[src/hdl/ddc_pkg.sv]
package ddc_pkg;

  // Register offsets on the control port
  localparam logic [7:0] DDC_OFS_ACTIVITY_CLOCK_CONFIG = 8'h20;
  localparam logic [7:0] DDC_OFS_LIMITER_CHANNEL_SELECT = 8'h23;
  localparam logic [7:0] DDC_OFS_GAIN_COMPRESSION_CHANNEL_ENABLES = 8'h24;
  localparam logic [7:0] DDC_OFS_POWER_LIMITER_CONTROL = 8'h2b;

  // Reset values
  localparam logic [7:0] DDC_RST_ACTIVITY_CLOCK_CONFIG = 8'h00;
  localparam logic [7:0] DDC_RST_LIMITER_CHANNEL_SELECT = 8'h00;
  localparam logic [7:0] DDC_RST_GAIN_COMPRESSION_CHANNEL_ENABLES = 8'h00;
  localparam logic [7:0] DDC_RST_POWER_LIMITER_CONTROL = 8'h00;

  // Writable bits; reserved bits stay zero
  localparam logic [7:0] DDC_WMASK_ACTIVITY_CLOCK_CONFIG = 8'hf4;
  localparam logic [7:0] DDC_WMASK_LIMITER_CHANNEL_SELECT = 8'hf0;
  localparam logic [7:0] DDC_WMASK_GAIN_COMPRESSION_CHANNEL_ENABLES = 8'hff;
  localparam logic [7:0] DDC_WMASK_POWER_LIMITER_CONTROL = 8'hfc;

  // Field positions
  localparam int DDC_ACT_CLK_SEL_LSB = 6;
  localparam int DDC_EXT_RATE_LSB = 4;
  localparam int DDC_PHASE_ONE_BIT = 2;
  localparam int DDC_LIM_INP_LSB = 6;
  localparam int DDC_LIM_OUT_LSB = 4;
  localparam int DDC_GAIN_CTRL_LSB = 4;
  localparam int DDC_COMPRESS_LSB = 0;
  localparam int DDC_PWR_EN_BIT = 7;
  localparam int DDC_PWR_ATTN_LSB = 4;
  localparam int DDC_PWR_SRC_BIT = 3;
  localparam int DDC_PWR_RECOVERY_BIT = 2;

  typedef enum logic [1:0] {
    DDC_CLK_OSC = 2'b00,
    DDC_CLK_BIT_CLOCK = 2'b01,
    DDC_CLK_CONTROL_CLOCK = 2'b10,
    DDC_CLK_CUSTOM = 2'b11
  } ddc_act_clk_t;

  typedef enum logic [1:0] {
    DDC_LIM_IN_MAX = 2'b00,
    DDC_LIM_IN_CH1 = 2'b01,
    DDC_LIM_IN_CH0 = 2'b10,
    DDC_LIM_IN_AVG = 2'b11
  } ddc_lim_in_t;

  // External clock rates in kHz, indexed by rate code
  localparam logic [15:0] DDC_EXT_KHZ_0 = 16'd24576;
  localparam logic [15:0] DDC_EXT_KHZ_1 = 16'd6144;
  localparam logic [15:0] DDC_EXT_KHZ_2 = 16'd12288;
  localparam logic [15:0] DDC_EXT_KHZ_3 = 16'd18432;

  // Attenuation step in dB per code
  localparam logic [5:0] DDC_ATTN_STEP_DB = 6'd6;

  // Analog reading thresholds: below entry k means attenuation code k+1
  localparam logic [7:0] DDC_SAR_STEP [7] = '{8'hc0, 8'hb8, 8'hb0, 8'ha8, 8'ha0, 8'h98, 8'h90};

endpackage

[src/hdl/ddc_cfg_reg.sv]
`timescale 1ns/1ps
module ddc_cfg_reg #(
  parameter logic [7:0] RESET_VALUE = 8'h00,
  parameter logic [7:0] WRITE_MASK = 8'hff
) (
  input wire logic clk_sys,
  input wire logic reset_n,
  input wire logic wr_en,
  input wire logic [7:0] wdata,
  output logic [7:0] q
);

  // Reserved bits are read-only zero whatever software writes
  always_ff @(posedge clk_sys or negedge reset_n) begin
    if (!reset_n) begin
      q <= RESET_VALUE;
    end else if (wr_en) begin
      q <= wdata & WRITE_MASK;
    end
  end

endmodule

[src/hdl/ddc_dynamics_config.sv]
// Overview of operation
// - Clock select 0 runs activity logic from the oscillator, 1 from the bit clock, 2 from the control clock.
// - Clock select 3 hands the activity clock to the separate counter, source and generator registers.
// - The external clock rate code maps 0/1/2/3 to 24.576/6.144/12.288/18.432 MHz and must match reality.
// - The phase-one enable lets the jack comparator trigger the first detection phase, else blocks it.
// - Limiter detection uses max of both, channel one, channel zero or the average for codes 0 to 3.
// - Limiter gain goes to both, channel one, channel zero or neither for codes 0 to 3.
// - Upper nibble bits enable gain control on channels one to four from the top bit down.
// - Lower nibble bits enable compression on channels one to four from bit three down.
// - The power limiter acts only while its enable bit is set and is bypassed otherwise.
// - The attenuation code selects 0 dB plus 6 dB per step, up to 42 dB at code 7.
// - Source bit clear takes attenuation from the pin and code; set maps analog readings by table.
// - Recovery clear only holds or raises attenuation; set lets it fall once the supply recovers.
`timescale 1ns/1ps
module ddc_dynamics_config (
  input wire logic clk_sys,
  input wire logic reset_n,
  input wire logic [7:0] reg_addr,
  input wire logic [7:0] reg_wdata,
  input wire logic reg_write,
  input wire logic reg_read,
  output logic [7:0] reg_rdata,
  output logic reg_rvalid,
  input wire logic jack_comparator,
  input wire logic attenuation_pin,
  input wire logic [7:0] analog_reading,
  input wire logic analog_reading_valid,
  input wire logic signed [15:0] playback_channel_zero,
  input wire logic signed [15:0] playback_channel_one,
  output logic activity_clk_use_osc,
  output logic activity_clk_use_bit_clock,
  output logic activity_clk_use_control_port_clock,
  output logic activity_clk_use_custom,
  output logic [1:0] activity_ext_clock_rate,
  output logic [15:0] activity_ext_clock_khz,
  output logic detect_phase_one_trigger,
  output logic [15:0] limiter_detect_level,
  output logic limiter_apply_ch0,
  output logic limiter_apply_ch1,
  output logic [3:0] gain_ctrl_enable,
  output logic [3:0] compress_enable,
  output logic power_limiter_active,
  output logic [2:0] power_limiter_attenuation,
  output logic [5:0] power_limiter_atten_db
);

  logic [7:0] act_cfg;
  logic [7:0] lim_cfg;
  logic [7:0] agc_cfg;
  logic [7:0] pwr_cfg;
  logic wr_act, wr_lim, wr_agc, wr_pwr;
  logic jack_meta, jack_sync, jack_prev;
  logic pin_meta, pin_sync;
  logic [15:0] abs_ch0, abs_ch1;
  logic [16:0] abs_sum;
  logic [15:0] next_level;
  logic [2:0] lut_code;
  logic [2:0] target_code;
  logic target_update;
  logic [2:0] next_atten;
  ddc_pkg::ddc_act_clk_t clk_sel;
  ddc_pkg::ddc_lim_in_t lim_in;

  // Address decode for writes
  always_comb begin
    wr_act = 1'b0;
    wr_lim = 1'b0;
    wr_agc = 1'b0;
    wr_pwr = 1'b0;
    if (reg_write && reg_addr == ddc_pkg::DDC_OFS_ACTIVITY_CLOCK_CONFIG) begin
      wr_act = 1'b1;
    end else if (reg_write && reg_addr == ddc_pkg::DDC_OFS_LIMITER_CHANNEL_SELECT) begin
      wr_lim = 1'b1;
    end else if (reg_write && reg_addr == ddc_pkg::DDC_OFS_GAIN_COMPRESSION_CHANNEL_ENABLES) begin
      wr_agc = 1'b1;
    end else if (reg_write && reg_addr == ddc_pkg::DDC_OFS_POWER_LIMITER_CONTROL) begin
      wr_pwr = 1'b1;
    end
  end

  ddc_cfg_reg #(
    .RESET_VALUE(ddc_pkg::DDC_RST_ACTIVITY_CLOCK_CONFIG),
    .WRITE_MASK(ddc_pkg::DDC_WMASK_ACTIVITY_CLOCK_CONFIG)
  ) u_act_cfg (
    .clk_sys(clk_sys),
    .reset_n(reset_n),
    .wr_en(wr_act),
    .wdata(reg_wdata),
    .q(act_cfg)
  );

  ddc_cfg_reg #(
    .RESET_VALUE(ddc_pkg::DDC_RST_LIMITER_CHANNEL_SELECT),
    .WRITE_MASK(ddc_pkg::DDC_WMASK_LIMITER_CHANNEL_SELECT)
  ) u_lim_cfg (
    .clk_sys(clk_sys),
    .reset_n(reset_n),
    .wr_en(wr_lim),
    .wdata(reg_wdata),
    .q(lim_cfg)
  );

  ddc_cfg_reg #(
    .RESET_VALUE(ddc_pkg::DDC_RST_GAIN_COMPRESSION_CHANNEL_ENABLES),
    .WRITE_MASK(ddc_pkg::DDC_WMASK_GAIN_COMPRESSION_CHANNEL_ENABLES)
  ) u_agc_cfg (
    .clk_sys(clk_sys),
    .reset_n(reset_n),
    .wr_en(wr_agc),
    .wdata(reg_wdata),
    .q(agc_cfg)
  );

  ddc_cfg_reg #(
    .RESET_VALUE(ddc_pkg::DDC_RST_POWER_LIMITER_CONTROL),
    .WRITE_MASK(ddc_pkg::DDC_WMASK_POWER_LIMITER_CONTROL)
  ) u_pwr_cfg (
    .clk_sys(clk_sys),
    .reset_n(reset_n),
    .wr_en(wr_pwr),
    .wdata(reg_wdata),
    .q(pwr_cfg)
  );

  // Read port: one cycle latency, unmapped offsets read zero
  always_ff @(posedge clk_sys or negedge reset_n) begin
    if (!reset_n) begin
      reg_rdata <= 8'h00;
      reg_rvalid <= 1'b0;
    end else begin
      reg_rvalid <= reg_read;
      if (!reg_read) begin
        reg_rdata <= 8'h00;
      end else if (reg_addr == ddc_pkg::DDC_OFS_ACTIVITY_CLOCK_CONFIG) begin
        reg_rdata <= act_cfg;
      end else if (reg_addr == ddc_pkg::DDC_OFS_LIMITER_CHANNEL_SELECT) begin
        reg_rdata <= lim_cfg;
      end else if (reg_addr == ddc_pkg::DDC_OFS_GAIN_COMPRESSION_CHANNEL_ENABLES) begin
        reg_rdata <= agc_cfg;
      end else if (reg_addr == ddc_pkg::DDC_OFS_POWER_LIMITER_CONTROL) begin
        reg_rdata <= pwr_cfg;
      end else begin
        reg_rdata <= 8'h00;
      end
    end
  end

  assign clk_sel = ddc_pkg::ddc_act_clk_t'(act_cfg[ddc_pkg::DDC_ACT_CLK_SEL_LSB +: 2]);
  assign lim_in = ddc_pkg::ddc_lim_in_t'(lim_cfg[ddc_pkg::DDC_LIM_INP_LSB +: 2]);

  // Activity clock steering
  always_ff @(posedge clk_sys or negedge reset_n) begin
    if (!reset_n) begin
      activity_clk_use_osc <= 1'b1;
      activity_clk_use_bit_clock <= 1'b0;
      activity_clk_use_control_port_clock <= 1'b0;
      activity_clk_use_custom <= 1'b0;
      activity_ext_clock_rate <= 2'b00;
      activity_ext_clock_khz <= ddc_pkg::DDC_EXT_KHZ_0;
    end else begin
      activity_clk_use_osc <= (clk_sel == ddc_pkg::DDC_CLK_OSC);
      activity_clk_use_bit_clock <= (clk_sel == ddc_pkg::DDC_CLK_BIT_CLOCK);
      activity_clk_use_control_port_clock <= (clk_sel == ddc_pkg::DDC_CLK_CONTROL_CLOCK);
      activity_clk_use_custom <= (clk_sel == ddc_pkg::DDC_CLK_CUSTOM);
      activity_ext_clock_rate <= act_cfg[ddc_pkg::DDC_EXT_RATE_LSB +: 2];
      case (act_cfg[ddc_pkg::DDC_EXT_RATE_LSB +: 2])
        2'b00: activity_ext_clock_khz <= ddc_pkg::DDC_EXT_KHZ_0;
        2'b01: activity_ext_clock_khz <= ddc_pkg::DDC_EXT_KHZ_1;
        2'b10: activity_ext_clock_khz <= ddc_pkg::DDC_EXT_KHZ_2;
        default: activity_ext_clock_khz <= ddc_pkg::DDC_EXT_KHZ_3;
      endcase
    end
  end

  // Pin synchronisers; first stage feeds only the second
  always_ff @(posedge clk_sys or negedge reset_n) begin
    if (!reset_n) begin
      jack_meta <= 1'b0;
      jack_sync <= 1'b0;
      jack_prev <= 1'b0;
      pin_meta <= 1'b0;
      pin_sync <= 1'b0;
    end else begin
      jack_meta <= jack_comparator;
      jack_sync <= jack_meta;
      jack_prev <= jack_sync;
      pin_meta <= attenuation_pin;
      pin_sync <= pin_meta;
    end
  end

  // Rising comparator edge starts phase one only while enabled
  always_ff @(posedge clk_sys or negedge reset_n) begin
    if (!reset_n) begin
      detect_phase_one_trigger <= 1'b0;
    end else begin
      detect_phase_one_trigger <= jack_sync && !jack_prev &&
        act_cfg[ddc_pkg::DDC_PHASE_ONE_BIT];
    end
  end

  // Limiter detection works on magnitudes; full-scale negative still fits 16 bits
  assign abs_ch0 = playback_channel_zero[15] ? 16'(-playback_channel_zero)
                                              : 16'(playback_channel_zero);
  assign abs_ch1 = playback_channel_one[15] ? 16'(-playback_channel_one)
                                             : 16'(playback_channel_one);
  assign abs_sum = {1'b0, abs_ch0} + {1'b0, abs_ch1};

  always_comb begin
    case (lim_in)
      ddc_pkg::DDC_LIM_IN_MAX: next_level = (abs_ch0 > abs_ch1) ? abs_ch0 : abs_ch1;
      ddc_pkg::DDC_LIM_IN_CH1: next_level = abs_ch1;
      ddc_pkg::DDC_LIM_IN_CH0: next_level = abs_ch0;
      default: next_level = abs_sum[16:1];
    endcase
  end

  always_ff @(posedge clk_sys or negedge reset_n) begin
    if (!reset_n) begin
      limiter_detect_level <= 16'h0000;
      limiter_apply_ch0 <= 1'b1;
      limiter_apply_ch1 <= 1'b1;
      gain_ctrl_enable <= 4'h0;
      compress_enable <= 4'h0;
    end else begin
      limiter_detect_level <= next_level;
      limiter_apply_ch0 <= (lim_cfg[ddc_pkg::DDC_LIM_OUT_LSB +: 2] == 2'b00) ||
        (lim_cfg[ddc_pkg::DDC_LIM_OUT_LSB +: 2] == 2'b10);
      limiter_apply_ch1 <= (lim_cfg[ddc_pkg::DDC_LIM_OUT_LSB +: 2] == 2'b00) ||
        (lim_cfg[ddc_pkg::DDC_LIM_OUT_LSB +: 2] == 2'b01);
      // Bit 0 of each output is channel one, so the nibbles are reversed
      for (int i = 0; i < 4; i++) begin
        gain_ctrl_enable[i] <= agc_cfg[ddc_pkg::DDC_GAIN_CTRL_LSB + 3 - i];
        compress_enable[i] <= agc_cfg[ddc_pkg::DDC_COMPRESS_LSB + 3 - i];
      end
    end
  end

  // Lower supply reading gives more attenuation
  always_comb begin
    lut_code = 3'd0;
    for (int k = 0; k < 7; k++) begin
      if (analog_reading < ddc_pkg::DDC_SAR_STEP[k]) begin
        lut_code = 3'(k + 1);
      end
    end
  end

  // Pin high means supply low: apply programmed code; pin low means recovered
  always_comb begin
    if (pwr_cfg[ddc_pkg::DDC_PWR_SRC_BIT]) begin
      target_code = lut_code;
      target_update = analog_reading_valid;
    end else begin
      target_code = pin_sync ? pwr_cfg[ddc_pkg::DDC_PWR_ATTN_LSB +: 3] : 3'd0;
      target_update = 1'b1;
    end
    next_atten = power_limiter_attenuation;
    if (!pwr_cfg[ddc_pkg::DDC_PWR_EN_BIT]) begin
      next_atten = 3'd0;
    end else if (target_update && target_code > power_limiter_attenuation) begin
      next_atten = target_code;
    end else if (target_update && target_code < power_limiter_attenuation &&
                 pwr_cfg[ddc_pkg::DDC_PWR_RECOVERY_BIT]) begin
      next_atten = target_code;
    end
  end

  always_ff @(posedge clk_sys or negedge reset_n) begin
    if (!reset_n) begin
      power_limiter_active <= 1'b0;
      power_limiter_attenuation <= 3'd0;
      power_limiter_atten_db <= 6'd0;
    end else begin
      power_limiter_active <= pwr_cfg[ddc_pkg::DDC_PWR_EN_BIT];
      power_limiter_attenuation <= next_atten;
      power_limiter_atten_db <= 6'(next_atten * ddc_pkg::DDC_ATTN_STEP_DB);
    end
  end
endmodule

[config.mk]
export PLATFORM = sky130hd
export DESIGN_NAME = ddc_dynamics_config
export DESIGN_NICKNAME = d
export VERILOG_FILES = /design/src/hdl/ddc_pkg.sv /design/src/hdl/ddc_cfg_reg.sv /design/src/hdl/ddc_dynamics_config.sv
export SDC_FILE = /design/constraint.sdc
export NUM_CORES = 1
export LEC_CHECK = 0
export CAP_MARGIN = 20
export CELL_PAD_IN_SITES_DETAIL_PLACEMENT = 1
export CELL_PAD_IN_SITES_GLOBAL_PLACEMENT = 1
export CORE_UTILIZATION = 50
export DETAILED_ROUTE_END_ITERATION = 7
export DONT_BUFFER_PORTS = 1
export PLACE_DENSITY = 0.79
export SKIP_LAST_GASP = 1
export SYNTH_ARGS = -nofsm -noshare
export SYNTH_HDL_FRONTEND = slang
export SYNTH_SLANG_ARGS = --single-unit
export TNS_END_PERCENT = 10
[constraint.sdc]
create_clock -name clk_sys -period 8.81 [get_ports clk_sys]
set_input_delay 0.881 -clock clk_sys [delete_from_list [all_inputs] [get_ports clk_sys]]
set_output_delay 0.881 -clock clk_sys [all_outputs]
set_load 0.03 [all_outputs]
==> flow_summary.yaml, run 1 <==
yosys:
  synth-warning-count: 0
  synth_edf_count: 0
  ys.flop_type: "dfrtp_1"
  synth.avg_cell_area_sq_um: 9.80
  synth_area_sq_mm: 0.00520
  async_flop_share_pct: 100
  synth_cells: 531
  synth_area_leader_cell: "dfrtp_1"
  ys_top_cells_by_area: "dfrtp_1 37%, ha_1 10%, mux2_2 4.8%"
  seq_area_frac_synth_pct: 39.6
  synth.distinct_cells: 62
  ys_ff_latch: 82
  synth_top_area_share_pct: 37.0
route:
  ant_nets: 0
  wirelength_microns: 13000
  drt-initial-drc-count: 133
  drc: 0
  vias: 3981
  vias_per_cell: 6.00
  first_pass_iters: 4
  wl_per_cell_microns: 19.6
global_route:
  first_global_vias: 4244
  grt_pass1_wl_microns: 21300
  use_met2_pct: 46.6
  use_met1_pct: 28.7
  antenna_found_initial: 0
  grt_max_degree: 83
  grt_overflow: 0
  top_usage_layer: "met2"
  use_met3_pct: 4.32
  grt_use_total_pct: 25.0
final_layout:
  regArea_sq_mm: 0.00206
  final_cells: 664
  multi_input_area_sq_mm: 0.00285
  stdcell_area_sq_mm: 0.00545
  nets: 634
  fillers: 1135
  drive_gt1_share_pct: 9.23
  syn_to_final_growth_pct: 4.79
  insertedDiodeCount: 0
power:
  p_per_area_mw_per_mm2: 205
  peakVddDrop_mv: 0.0687
  p_leak_nw: 2.53
clock_tree:
  path_clk_slew_ps: 80
  cts_buffer_depth: 2
  htree_levels: 3
  cts.sinks: 82
  cts_root_buffer: "clkbuf_8"
  cts_tree: "built"
  postCtsSetupBuffers: 0
  insertion_delay_ps: 350
  cts_hold_buf: 0
  cts_resized: 0
  cts_inserted_buffers: 9
worst_setup_path:
  worstSetupEndpointType: "flop"
  crit_chain: "or4_4, or4_1, o31ai_1, xor2_1, inv_1, ha_1, nand2b_1, or3_1, nor2b_1, a21boi_1, o31a_1, nor2_4, a221o_1"
  crit_fanout: 10
  max_stage_delay_ps: 540
  start_kind: "primary input"
  cp.arrival_ps: 4980
  slowest_stage: "or4_4"
  worstSetupPathType: "in2reg"
  path_buf_inv: 1
  worstPathRequired_ps: 9030
  path_delay_family: "simple AND/OR/NAND/NOR gates"
placement:
  io_buffers: 0
  postPlaceCellArea_sq_mm: 0.00525
  dp_hpwl_microns: 10400
  placed_cells: 648
  gp_congestion: 0.857
timing:
  setup_viol: 0
  min_period_ps: 4760
  tightest_slew_ps: 746
  setup_tns_ps: 0
  holdWs_ps: 221
  fmax_ghz: 0.210
  slew_viol_final: 0
  min_period_over_period_pct: 54.0
  rsz0062_at_grt: "false"
  finClkSkew_ps: 9.48
  relSlewSlack_pct: 50.3
  hold_viol_final: 0
floorplanning:
  die_height_microns: 104
  placementRows: 36
  chipWidth_microns: 104
  dieArea_sq_mm: 0.0108
  initial_core_util_pct: 52.5
  num_io_pins: 131
  core_sq_mm: 0.00991
worst_hold_path:
  hold_class: "in2async"
status:
  outcome: "complete, no violations"
flow_run:
  drv_cap: 0
[cells in the final DEF, fill, tap and decap left out, drive strengths merged, types with 17 or more instances in the layout]
cell and n:
mux2 22, xnor2 19, ha 43, o21ai 25, inv 46, nor2 39, dfrtp 77, xor2 17
nand2 34, a21oi 23
[where the power goes]
group	internal (mW)	leakage, nW	total, mW	switching, mW
clock network	0.140	0.0997	0.279	0.139
registers	0.422	1.05	0.536	0.114
logic	0.119	1.38	0.303	0.183
[synthesized netlist by cell type, types with 7 or more instances]
| master | number |
|---|---|
| nand2_1 | 34 |
| ha_1 | 43 |
| nor2_1 | 38 |
| o21ai_0 | 25 |
| mux2_2 | 22 |
| xnor2_1 | 19 |
| nand3_1 | 7 |
| nor2b_1 | 8 |
| a211oi_1 | 7 |
| clkbuf_1 | 11 |
| a221o_1 | 9 |
| dfrtp_1 | 77 |
| a21oi_1 | 23 |
| xor2_1 | 17 |
| nand2b_1 | 13 |
| inv_1 | 46 |
| buf_4 | 14 |
[routing by layer]
metal,up-vias,wire (microns)
met5,-,0
met4,0,218
met3,20,607
met2,126,6910
met1,1998,5310
li1,1837,-
[per-stage QoR]
| stage | utilization, % | worst slack, ps | power [mW] |
|---|---|---|---|
| 6_report | 55.0 | 4050 | 1.12 |
| 5_1_grt | 55.0 | 3810 | 1.18 |
| 4_1_cts | 55.0 | 4120 | 1.13 |
| 3_5_place_dp | 52.9 | 3730 | 0.845 |
| 3_3_place_gp | 52.9 | 3820 | 0.826 |
| 2_1_floorplan | - | 4430 | 0.774 |
[worst register-to-register path, cell delays in order, from the launching register on]
cell	delay, ps
dfrtp_1	480
a21oi_1	200
a31oi_1	90
ha_1	330
nor2b_1	150
o21ai_0	90
a221oi_1	660
a21oi_1	140
nand2b_1	220
inv_1	130
ha_1	150
inv_1	50
fa_1	370
xor2_1	180
[logic make-up after synthesis]
family | synth area share [%]
other cells | 0.0721
mux | 5.34
buf+inv | 6.54
simple gates | 14.1
xor+xnor | 6.06
compound gates | 17.2
fa+ha+maj | 11.1
flops | 39.6
[registers in the layout, summed over array words and instances, names as in the netlist, 2 cells and up]
name	flops
limiter_detect_level	16
power_limiter_atten_db	4
power_limiter_attenuation	3
u_pwr_cfg.q	6
u_lim_cfg.q	4
reg_rdata	8
activity_ext_clock_khz	4
u_agc_cfg.q	8
gain_ctrl_enable	4
compress_enable	4
u_act_cfg.q	5
activity_ext_clock_rate	2
[layout make-up]
type / instances / share of cell area (%)
Sequential cell: 82 / 37.8
Clock buffer: 11 / 2.59
Tap cell: 133 / 3.05
Multi-Input combinational cell: 387 / 52.2
Inverter: 46 / 3.17
Clock inverter: 5 / 1.17
[worst paths after layout]
kind                       slack (ps)                     from  depth (start not counted)                          to
max                              4050  playback_channel_one[9]                         13     limiter_detect_level[3]
min                               220                  reset_n                          0  activity_ext_clock_khz[11]
max reg2reg                      5450           u_pwr_cfg.q[3]                         13   power_limiter_atten_db[4]
min reg2reg                       360                 pin_meta                          0                    pin_sync
max in group asynchronous        8360                  reset_n                          0  activity_ext_clock_khz[14]
min in group clk_sys              360                 pin_meta                          0                    pin_sync
Note: power is estimated with default switching activity, not from simulation.
==> inputs of run 2 (changes only) <==
CORE_UTILIZATION = 44   (was 50)
PLACE_DENSITY = 0.73   (was 0.79)
clock period = 3.8 ns   (was 8.81 ns; I/O delays follow)
==> run 2 against run 1 <==
Compared with the run above:
- setup slack lost 3800 ps
- register-to-register slack lost 5000 ps
- non-clock buffer count grew 21
- first-iteration DRC count grew 49%
- core utilization shrank 4.4 points
- combinational power grew to 2.6 times the previous value
- flip-flop and latch count is the same
- wire length grew 1.1%
- worst hold slack lost 150 ps
- clock power grew to 3.4 times the previous value
- critical path type unchanged
- largest cell class unchanged
- highest routed layer unchanged
==> flow_summary.yaml, run 2 (synthesized netlist as in run 1, its figures left out) <==
final_layout:
  insertedDiodeCount: 0
  final_cell_mix: "77 x dfrtp_1, 46 x inv_1, 42 x ha_1, 38 x nor2_1, 34 x nand2_1"
  drive_gt1_share_pct: 13.6
  stdcell_area_sq_mm: 0.00580
  nets: 655
  top_register: "limiter_detect_level"
  fin_util_pct: 50.6
  syn_to_final_growth_pct: 11.6
  largestRegisters: "limiter_detect_level x16, reg_rdata x8, u_agc_cfg.q x8"
  fillers: 1279
  final_cells: 695
  largest_register_ffs: 16
  layout_commonest_cell: "dfrtp_1"
timing:
  hold_viol_final: 0
  min_period_ps: 3570
  tightest_slew_ps: 761
  relSlewSlack_pct: 48.7
  rsz0062_at_grt: "false"
  slew_viol_final: 0
  setup_tns_ps: 0
  setup_viol: 0
  fin_ws_ps: 229
  holdWs_ps: 69.3
  fmax_ghz: 0.280
  finClkSkew_ps: 6.50
  min_period_over_period_pct: 94.0
worst_setup_path:
  crit_fanout: 10
  worstSetupPathType: "in2reg"
  cp.arrival_ps: 3780
  start_kind: "primary input"
  worstPathRequired_ps: 4010
  slowest_stage: "or4_4"
  reg2regPathDepth: 12
  crit_path_end: "limiter_detect_level[14]"
  r2r_end: "power_limiter_atten_db[4]"
  crit_chain: "or4_4, or4_1, o21ai_1, xor2_1, inv_1, ha_4, nand2b_1, or3_1, nor2b_1, a21boi_2, o31a_1, nor2_4, a222oi_1"
  startpoint: "playback_channel_zero[9]"
  regToRegStartpoint: "u_pwr_cfg.q[3]"
  r2r_slack_ps: 410
  worstSetupEndpointType: "flop"
  max_stage_delay_ps: 540
route:
  drt-initial-drc-count: 198
  wl_per_cell_microns: 19.0
  vias_per_cell: 5.72
  drc: 0
  ant_nets: 0
  first_pass_iters: 4
  wirelength_microns: 13200
  vias: 3975
global_route:
  antenna_found_initial: 0
  grt_overflow: 0
  first_global_vias: 4224
  grt_use_total_pct: 22.5
  grt_pass1_wl_microns: 21800
  grt_max_degree: 83
floorplanning:
  dieArea_sq_mm: 0.0123
  die_height_microns: 111
  placementRows: 39
  initial_core_util_pct: 45.4
  num_io_pins: 131
  chipWidth_microns: 111
  core_sq_mm: 0.0115
power:
  p_leak_nw: 2.71
  p_per_area_mw_per_mm2: 512
  peakVddDrop_mv: 0.399
  power.total_mw: 2.97
placement:
  place_ws_ps: -246
  dp_hpwl_microns: 10500
  gp_congestion: 0.904
  io_buffers: 0
  placed_cells: 677
  postPlaceCellArea_sq_mm: 0.00543
clock_tree:
  path_clk_slew_ps: 60
  cts_inserted_buffers: 9
  cts_buffer_depth: 2
  postCtsSetupBuffers: 0
  cts_root_buffer: "clkbuf_16"
  cts.sinks: 82
  htree_levels: 3
  insertion_delay_ps: 330
  cts_tree: "built"
flow_run:
  drv_cap: 0
worst_hold_path:
  hold_class: "in2reg"
  hp-start: "jack_comparator"
status:
  outcome: "complete, no violations"
-- run 2: cell types whose count changed in the layout (fill, tap and decap cells not counted), moves of 2 or more --
| cell | before | now |
|---|---|---|
| or4_1 | 3 | 1 |
| clkinv_4 | 3 | 1 |
| clkbuf_16 | 0 | 9 |
| clkbuf_8 | 10 | 2 |
| buf_4 | 0 | 19 |
| or4_4 | 1 | 3 |
-- run 2: worst min path at each step --
stage / endpoint / slack (ps) / depth (start not counted)
floorplan: activity_clk_use_bit_clock / 80 / 0
global placement: activity_ext_clock_khz[11] / 90 / 0
detailed placement: activity_ext_clock_rate[0] / 90 / 0
CTS: jack_meta / 60 / 0
global route: jack_meta / 60 / 0
finish: jack_meta / 70 / 0
-- run 2: per-layer routing --
layer | vias up | GRT usage, % | routed length [microns]
met4 | 0 | 8.53 | 276
met5 | - | 0 | 0
met3 | 23 | 4.32 | 658
met1 | 1934 | 26.8 | 5480
li1 | 1892 | - | -
met2 | 126 | 40.1 | 6780
-- run 2: cell type report --
cell class | instances | area (sq um) | area share (%)
sequential | 82 | 2060 | 35.5
tap | 143 | 179 | 3.08
inverter | 46 | 173 | 2.97
clock buffer | 11 | 253 | 4.35
clock inverter | 5 | 85.1 | 1.47
timing repair buffer | 21 | 180 | 3.10
multi-input combinational | 387 | 2880 | 49.6
-- run 2: where the power goes --
group	switching (mW)	leakage (nW)	internal, mW
Sequential	0.242	1.05	0.981
Combinational	0.473	1.49	0.318
Clock	0.345	0.162	0.614
Total	1.06	2.71	1.91
-- run 2: critical path: cells and delay by family --
family                   cells  cell delay (ps)
adder cells (fa/ha/maj)      1              250
AO/OA/AOI/OAI                4             1030
AND/OR/NAND/NOR              6             1750
XOR/XNOR                     1              220
buffers and inverters        1              130
-- run 2: repair_timing --
item / 4_1_cts / 5_1_grt
endpoints found under the hold margin: 82 / 0
resized for setup: 0 / 2
setup endpoints to repair: 0 / 14
hold buffers: 2 / 0
